==> config.mk <==
export PLATFORM = sky130hd
export DESIGN_NAME = prsd_top
export DESIGN_NICKNAME = d
export VERILOG_FILES = /design/src/rtl/prsd_pkg.sv /design/src/rtl/prsd_strap_if.sv /design/src/rtl/prsd_sync.sv /design/src/rtl/prsd_top.sv
export SDC_FILE = /design/constraint.sdc
export NUM_CORES = 1
export LEC_CHECK = 0
export ABC_AREA = 1
export BUFFER_PORTS_ARGS = -buffer_cell sky130_fd_sc_hd__buf_2
export CAP_MARGIN = 25
export CORE_MARGIN = 4
export CORE_UTILIZATION = 30
export CTS_CLUSTER_SIZE = 14
export DETAILED_ROUTE_END_ITERATION = 7
export HOLD_SLACK_MARGIN = 0.05
export RECOVER_POWER = 50
export SLEW_MARGIN = 0
export SYNTH_ARGS = -nofsm -noshare
export SYNTH_HDL_FRONTEND = slang
export SYNTH_SLANG_ARGS = --single-unit
==> constraint.sdc <==
create_clock -name clk -period 2.6 [get_ports clk]
set_input_delay 0.26 -clock clk [delete_from_list [all_inputs] [get_ports clk]]
set_output_delay 0.26 -clock clk [all_outputs]
set_load 0.05 [all_outputs]
==> src/rtl/prsd_pkg.sv <==
// Package of constants and types for the ratio strap decoder
package prsd_pkg;
  localparam int PLAT_STRAP_W = 4;
  localparam int CORE_STRAP_W = 3;
  // Core ratio held as numerator and denominator, platform ratio as a multiplier, 5 bits each
  localparam int RATIO_W = 5;
  // Memory clock divides platform clock by this
  localparam int MEM_DIV = 2;
  localparam logic [0:0] MEM_DIV_LAST = 1'h1;
  localparam int SYNC_STAGES = 2;

  localparam logic [3:0] PLAT_16 = 4'h0;
  localparam logic [3:0] PLAT_2 = 4'h2;
  localparam logic [3:0] PLAT_3 = 4'h3;
  localparam logic [3:0] PLAT_4 = 4'h4;
  localparam logic [3:0] PLAT_5 = 4'h5;
  localparam logic [3:0] PLAT_6 = 4'h6;
  localparam logic [3:0] PLAT_8 = 4'h8;
  localparam logic [3:0] PLAT_9 = 4'h9;
  localparam logic [3:0] PLAT_10 = 4'hA;
  localparam logic [3:0] PLAT_12 = 4'hC;
  localparam logic [3:0] PLAT_20 = 4'hD;

  localparam logic [2:0] CORE_4_1 = 3'h0;
  localparam logic [2:0] CORE_9_2 = 3'h1;
  localparam logic [2:0] CORE_3_2 = 3'h3;
  localparam logic [2:0] CORE_2_1 = 3'h4;
  localparam logic [2:0] CORE_5_2 = 3'h5;
  localparam logic [2:0] CORE_3_1 = 3'h6;
  localparam logic [2:0] CORE_7_2 = 3'h7;

  localparam logic [4:0] RATIO_ZERO = 5'h00;
  localparam logic [4:0] DEN_ONE = 5'h01;
  localparam logic [4:0] DEN_TWO = 5'h02;

  typedef enum logic [1:0] {
    PRSD_IN_RESET,
    PRSD_CAPTURE,
    PRSD_LOCKED
  } prsd_state_type;
endpackage

==> src/rtl/prsd_strap_if.sv <==
// Interface carrying synchronised strap levels between modules
`timescale 1ns/1ps
interface prsd_strap_if;
  import prsd_pkg::*;
  logic [PLAT_STRAP_W-1:0] plat;
  logic [CORE_STRAP_W-1:0] core;
  modport source (output plat, output core);
  modport sink (input plat, input core);
endinterface

==> src/rtl/prsd_sync.sv <==
// Two-stage synchroniser for the strap pins
`timescale 1ns/1ps
module prsd_sync
  import prsd_pkg::*;
(
  input wire logic clk,
  input wire logic reset,
  input wire logic [PLAT_STRAP_W-1:0] plat_pin,
  input wire logic [CORE_STRAP_W-1:0] core_pin,
  prsd_strap_if.source strap
);
  // ****************************************
  // First stage is read only by the second
  // ****************************************
  logic [PLAT_STRAP_W-1:0] plat_meta;
  logic [CORE_STRAP_W-1:0] core_meta;
  logic [PLAT_STRAP_W-1:0] plat_sync;
  logic [CORE_STRAP_W-1:0] core_sync;

  always_ff @(posedge clk) begin
    plat_meta <= plat_pin;
    core_meta <= core_pin;
    plat_sync <= plat_meta;
    core_sync <= core_meta;
  end

  assign strap.plat = plat_sync;
  assign strap.core = core_sync;
endmodule

==> src/rtl/prsd_top.sv <==
// Power-up strap capture and ratio decode with memory clock enable
//
// Contract
// - Sample platform strap at reset, set ratio
// - Decode platform code; flag reserved codes
// - Memory clock is half platform clock
// - Sample three control straps for core ratio
// - Decode core code; flag reserved 010
`timescale 1ns/1ps
module prsd_top
  import prsd_pkg::*;
(
  input wire logic clk,
  input wire logic reset,
  input wire logic [PLAT_STRAP_W-1:0] platform_ratio_strap,
  input wire logic bus_control_strap,
  input wire logic address_latch_strap,
  input wire logic general_purpose_line2_strap,
  input wire logic platform_bus_clock,
  output logic [RATIO_W-1:0] plat_ratio_mult,
  output logic plat_ratio_reserved,
  output logic [RATIO_W-1:0] core_ratio_num,
  output logic [RATIO_W-1:0] core_ratio_den,
  output logic core_ratio_reserved,
  output logic ratios_valid,
  output logic mem_clk_enable
);
  // ****************************************
  // Strap synchronisation
  // ****************************************
  prsd_strap_if strap();
  logic [CORE_STRAP_W-1:0] core_pins;

  // Bit order: bus control is the most significant
  assign core_pins = {bus_control_strap, address_latch_strap, general_purpose_line2_strap};

  prsd_sync u_sync (
    .clk(clk),
    .reset(reset),
    .plat_pin(platform_ratio_strap),
    .core_pin(core_pins),
    .strap(strap)
  );

  // ****************************************
  // Decode
  // ****************************************
  logic [PLAT_STRAP_W-1:0] plat_level;
  logic [CORE_STRAP_W-1:0] core_level;
  logic plat_is_16;
  logic plat_is_2;
  logic plat_is_3;
  logic plat_is_4;
  logic plat_is_5;
  logic plat_is_6;
  logic plat_is_8;
  logic plat_is_9;
  logic plat_is_10;
  logic plat_is_12;
  logic plat_is_20;
  logic core_is_4_1;
  logic core_is_9_2;
  logic core_is_3_2;
  logic core_is_2_1;
  logic core_is_5_2;
  logic core_is_3_1;
  logic core_is_7_2;
  logic core_whole;
  logic [RATIO_W-1:0] dec_plat;
  logic dec_plat_rsv;
  logic [RATIO_W-1:0] dec_num;
  logic [RATIO_W-1:0] dec_den;
  logic dec_core_rsv;

  assign plat_level = strap.plat;
  assign core_level = strap.core;

  // One match wire per table row
  assign plat_is_16 = (plat_level == PLAT_16);
  assign plat_is_2 = (plat_level == PLAT_2);
  assign plat_is_3 = (plat_level == PLAT_3);
  assign plat_is_4 = (plat_level == PLAT_4);
  assign plat_is_5 = (plat_level == PLAT_5);
  assign plat_is_6 = (plat_level == PLAT_6);
  assign plat_is_8 = (plat_level == PLAT_8);
  assign plat_is_9 = (plat_level == PLAT_9);
  assign plat_is_10 = (plat_level == PLAT_10);
  assign plat_is_12 = (plat_level == PLAT_12);
  assign plat_is_20 = (plat_level == PLAT_20);

  // Reserved codes give zero so nothing downstream trusts them
  assign dec_plat = plat_is_16 ? 5'h10 :
                    plat_is_2 ? 5'h02 :
                    plat_is_3 ? 5'h03 :
                    plat_is_4 ? 5'h04 :
                    plat_is_5 ? 5'h05 :
                    plat_is_6 ? 5'h06 :
                    plat_is_8 ? 5'h08 :
                    plat_is_9 ? 5'h09 :
                    plat_is_10 ? 5'h0A :
                    plat_is_12 ? 5'h0C :
                    plat_is_20 ? 5'h14 : RATIO_ZERO;
  // Flag from the match wires, so a wrong ratio entry cannot hide it
  assign dec_plat_rsv = ~(plat_is_16 | plat_is_2 | plat_is_3 |
                          plat_is_4 | plat_is_5 | plat_is_6 |
                          plat_is_8 | plat_is_9 | plat_is_10 |
                          plat_is_12 | plat_is_20);

  // ****************************************
  // Core strap decode
  // ****************************************
  assign core_is_4_1 = (core_level == CORE_4_1);
  assign core_is_9_2 = (core_level == CORE_9_2);
  assign core_is_3_2 = (core_level == CORE_3_2);
  assign core_is_2_1 = (core_level == CORE_2_1);
  assign core_is_5_2 = (core_level == CORE_5_2);
  assign core_is_3_1 = (core_level == CORE_3_1);
  assign core_is_7_2 = (core_level == CORE_7_2);
  // Whole-number ratios have denominator one
  assign core_whole = core_is_4_1 | core_is_2_1 | core_is_3_1;

  assign dec_num = core_is_4_1 ? 5'h04 :
                   core_is_9_2 ? 5'h09 :
                   core_is_3_2 ? 5'h03 :
                   core_is_2_1 ? 5'h02 :
                   core_is_5_2 ? 5'h05 :
                   core_is_3_1 ? 5'h03 :
                   core_is_7_2 ? 5'h07 : RATIO_ZERO;
  assign dec_core_rsv = ~(core_is_4_1 | core_is_9_2 | core_is_3_2 | core_is_2_1 |
                          core_is_5_2 | core_is_3_1 | core_is_7_2);
  assign dec_den = dec_core_rsv ? RATIO_ZERO :
                   core_whole ? DEN_ONE : DEN_TWO;

  // ****************************************
  // Capture sequence
  // ****************************************
  prsd_state_type state;
  prsd_state_type next_state;
  logic capture;

  // One settling cycle lets the synchroniser deliver the levels sampled at the last edge in reset
  always_comb begin
    next_state = state;
    case (state)
      PRSD_IN_RESET: next_state = PRSD_CAPTURE;
      PRSD_CAPTURE: next_state = PRSD_LOCKED;
      PRSD_LOCKED: next_state = PRSD_LOCKED;
      default: next_state = PRSD_IN_RESET;
    endcase
  end

  assign capture = (state == PRSD_CAPTURE);

  always_ff @(posedge clk) begin
    if (reset) begin
      state <= PRSD_IN_RESET;
    end else begin
      state <= next_state;
    end
  end

  // Later pin activity is ignored once locked
  always_ff @(posedge clk) begin
    if (reset) begin
      plat_ratio_mult <= RATIO_ZERO;
      plat_ratio_reserved <= 1'h0;
      core_ratio_num <= RATIO_ZERO;
      core_ratio_den <= RATIO_ZERO;
      core_ratio_reserved <= 1'h0;
      ratios_valid <= 1'h0;
    end else if (capture) begin
      plat_ratio_mult <= dec_plat;
      plat_ratio_reserved <= dec_plat_rsv;
      core_ratio_num <= dec_num;
      core_ratio_den <= dec_den;
      core_ratio_reserved <= dec_core_rsv;
      ratios_valid <= 1'h1;
    end
  end

  // ****************************************
  // Memory clock enable
  // ****************************************
  // Platform clock is a pin here, so it is synchronised and edge counted
  logic pbc_meta;
  logic pbc_sync;
  logic pbc_prev;
  logic pbc_rise;
  logic mem_phase;
  logic mem_fire;

  // Prev tracks the synced level through reset, so release shows no false edge
  always_ff @(posedge clk) begin
    pbc_meta <= platform_bus_clock;
    pbc_sync <= pbc_meta;
    pbc_prev <= pbc_sync;
  end

  assign pbc_rise = pbc_sync & ~pbc_prev;
  assign mem_fire = pbc_rise && (mem_phase == MEM_DIV_LAST) && ratios_valid;

  // Limitation: only valid while platform clock is below half of clk
  always_ff @(posedge clk) begin
    if (reset) begin
      mem_phase <= 1'h0;
    end else if (pbc_rise) begin
      mem_phase <= mem_phase + 1'h1;
    end
  end

  always_ff @(posedge clk) begin
    if (reset) begin
      mem_clk_enable <= 1'h0;
    end else begin
      mem_clk_enable <= mem_fire;
    end
  end
endmodule
==> metrics <==
run status=finished clean; fraction of registers with async set/reset=0; CP top delay family=adder cells; library cell with the largest summed area after synthesis=dfxtp_1; RSZ-0062 raised after global routing=false; Synth top area share=0.596; Fin Clk Skew=0.00585 ns; top cells by instance count after synthesis=35 x dfxtp_1, 22 x nand2_1, 14 x inv_1; Multi-input gate area=375 sq um; leakage power=0.667 nW; number of buffers inserted for hold repair after clock tree synthesis=0; share of the yosys chip area belonging to registers=0.596; Reg2Reg Setup Slack=1.19 ns; register bit count reported by yosys=35; post-synthesis to final-layout area growth=20.4%; max-capacitance violation count=0; worst-case clock buffer depth=2; Setup TNS=0 ns; total number of clock tree sinks=35; clock tree root driver cell=clkbuf_8; Detail Placement HPWL=1.66 mm; vias in the first global route=867; cell repeated most along the worst path=nor2_1; area of all sequential standard cells=701 sq um; chip width=70.6 microns; Post-synth EDFFs=0; most repeated cell in the gate-level netlist after synthesis=dfxtp_1; worst hold slack=0.0771 ns; worst-path maximum fanout=12; initial core utilization=0.316; first-pass GRT wire length=3.79 mm; die outline area=4980 sq um; largest cells by area after synthesis=dfxtp_1 60%, nand2_1 7.0%, inv_1 4.5%, nor2_1 4.2%, a21oi_1 3.4%; Worst EP arrival=1.59 ns; Final Util=0.381; post-route fraction of the period consumed by the critical path=0.543; total congestion overflow after global routing=0; total power density per cell area=903 nW/um^2; total count of max-transition violations in the final report=0; endpoint class of the critical path=flip-flop; y dimension of the die=70.6 microns; dpl ws=1.16 ns; Crit path required time=2.78 ns; number of DRC violations after detailed routing=0; number of distinct library cells after synthesis=23; CTS H-tree lvls=2; worst slew slack as a fraction of its limit=0.592; Fin. Hold Viols=0; routed vias=867; count of fill cells added during filler insertion=385; number of gates given a new drive strength after cts=0; n_diodes=0; pin count of the biggest net entering global routing=13; final net count=169; number of iterations in the first detailed-routing pass=4; antenna violation net count after detailed routing=0; dominant register cell in the synthesized netlist=dfxtp_1; number of rows in the core area=22; boundary pin count=29; maximum vdd drop=0.000455 V; detailed-route wire length=2.20 mm; setup bufs post-CTS=0; fmax=0.708 GHz; synthesized area divided by synthesized cell count=9.11 sq um; clock latency on the worst-skew pair=0.28 ns; wire per inst=10.7 microns; critical path cell sequence=inv_1 > ha_1 > inv_2 > nor2_1 > nor2_1 > nor2_1 > nor2_1; number of antenna violations at the first check in global routing=0; number of warnings reported in the yosys synthesis log=0; slowest stage delay, CP=0.40 ns; per-cell via count in the routed design=4.21; Core Area=3720 sq um; Iter 0 DRT Violations=28; number of buffer and inverter instances along the worst setup path=2; final setup margin=1.19 ns; Min-Delay Path Class=in2reg; Setup violations, final=0; CTS buffer count=5; gp weighted congestion=0.804; worst setup path class=reg2reg; Slowest cell on crit path=ha_1; transition time at the pin with the least slew margin=0.615 ns; quantity of I/O buffers inserted on ports=24; fraction of final layout cells with drive strength greater than 1=0.241; cell area after synthesis=1170 sq um; clock transition time at the flip-flop clock pins of the worst setup and hold paths=0.07 ns; TritonCTS clock tree=built; Cells after Synth=129; kind of launch point of the worst setup path=flip-flop; fin crit period=1.41 ns; global-route total usage across every layer=0.0996
==> path summary, 6_finish.rpt <==
check,startpoint,end,depth (start not counted)
worst max register to register,state[1],core_ratio_num[1],7
worst min-delay path,platform_ratio_strap[0],u_sync.plat_meta[0],1
worst max-delay path,state[1],core_ratio_num[1],7
worst min register to register,u_sync.plat_meta[1],u_sync.strap.plat[1],0
==> through the flow <==
step / cell area [sq um] / std cells / power (mW)
2_1_floorplan: 1190 / 132 / 0.825
3_3_place_gp: 1320 / 198 / 0.866
3_5_place_dp: 1320 / 198 / 0.872
4_1_cts: 1420 / 206 / 1.29
5_1_grt: 1420 / 206 / 1.35
6_report: 1420 / 206 / 1.28
==> flip-flops by register name, summed over array words and instances (netlist names) <==
| name | count |
|---|---|
| plat_ratio_mult | 5 |
| core_ratio_num | 4 |
| u_sync.plat_meta | 4 |
| u_sync.strap.plat | 4 |
| u_sync.core_meta | 3 |
| u_sync.strap.core | 3 |
| core_ratio_den | 2 |
| state | 2 |
| core_ratio_reserved | 1 |
| mem_clk_enable | 1 |
| mem_phase | 1 |
| pbc_meta | 1 |
| pbc_prev | 1 |
| pbc_sync | 1 |
| plat_ratio_reserved | 1 |
| ratios_valid | 1 |
==> cells by family (layout without fill, tap and decap cells) <==
logic type | Yosys count | after routing | synth area share
and+or+nand+nor | 47 | 47 | 0.175
DFF | 35 | 35 | 0.596
buffers and inverters | 23 | 49 | 0.0937
AOI/OAI and AO/OA | 21 | 21 | 0.111
adders and majority gates | 2 | 2 | 0.0213
other | 1 | 4 | 0.00319
==> where the power goes <==
group	internal [mW]	switching [mW]
Clock	0.241	0.179
Sequential	0.585	0.0259
Combinational	0.0584	0.188
Total	0.884	0.393
==> layer usage <==
layer | part of all wire | vias to the layer above | track usage
met2 | 0.47 | 27 | 0.156
met4 | 0.028 | 0 | 0.0647
met3 | 0.076 | 7 | 0.0455
met5 | 0 | - | 0
li1 | - | 449 | -
met1 | 0.43 | 384 | 0.109
==> cell usage in the layout, fill, tap and decap left out <==
master / n
a21oi_4: 1
o21ai_1: 1
nand2_1: 22
nand2_2: 1
dfxtp_1: 35
o21ai_2: 1
clkbuf_1: 5
inv_1: 14
inv_2: 3
nor2_1: 13
conb_1: 4
a211oi_1: 1
nor3_1: 1
clkbuf_8: 7
buf_2: 20
a21oi_1: 8
a21oi_2: 2
nand3_2: 1
nor2_2: 1
nand2_4: 1
o21ai_0: 7
nand3_1: 7
ha_1: 2
==> cell type report <==
cell class,instances,share of cell area
Timing Repair Buffer,24,0.0813
Clock buffer,8,0.0707
Tap cell,48,0.0424
Inverter,17,0.0451
Sequential cell,35,0.495
Multi-Input combinational cell,74,0.265
(Power assumes the default switching activity.)
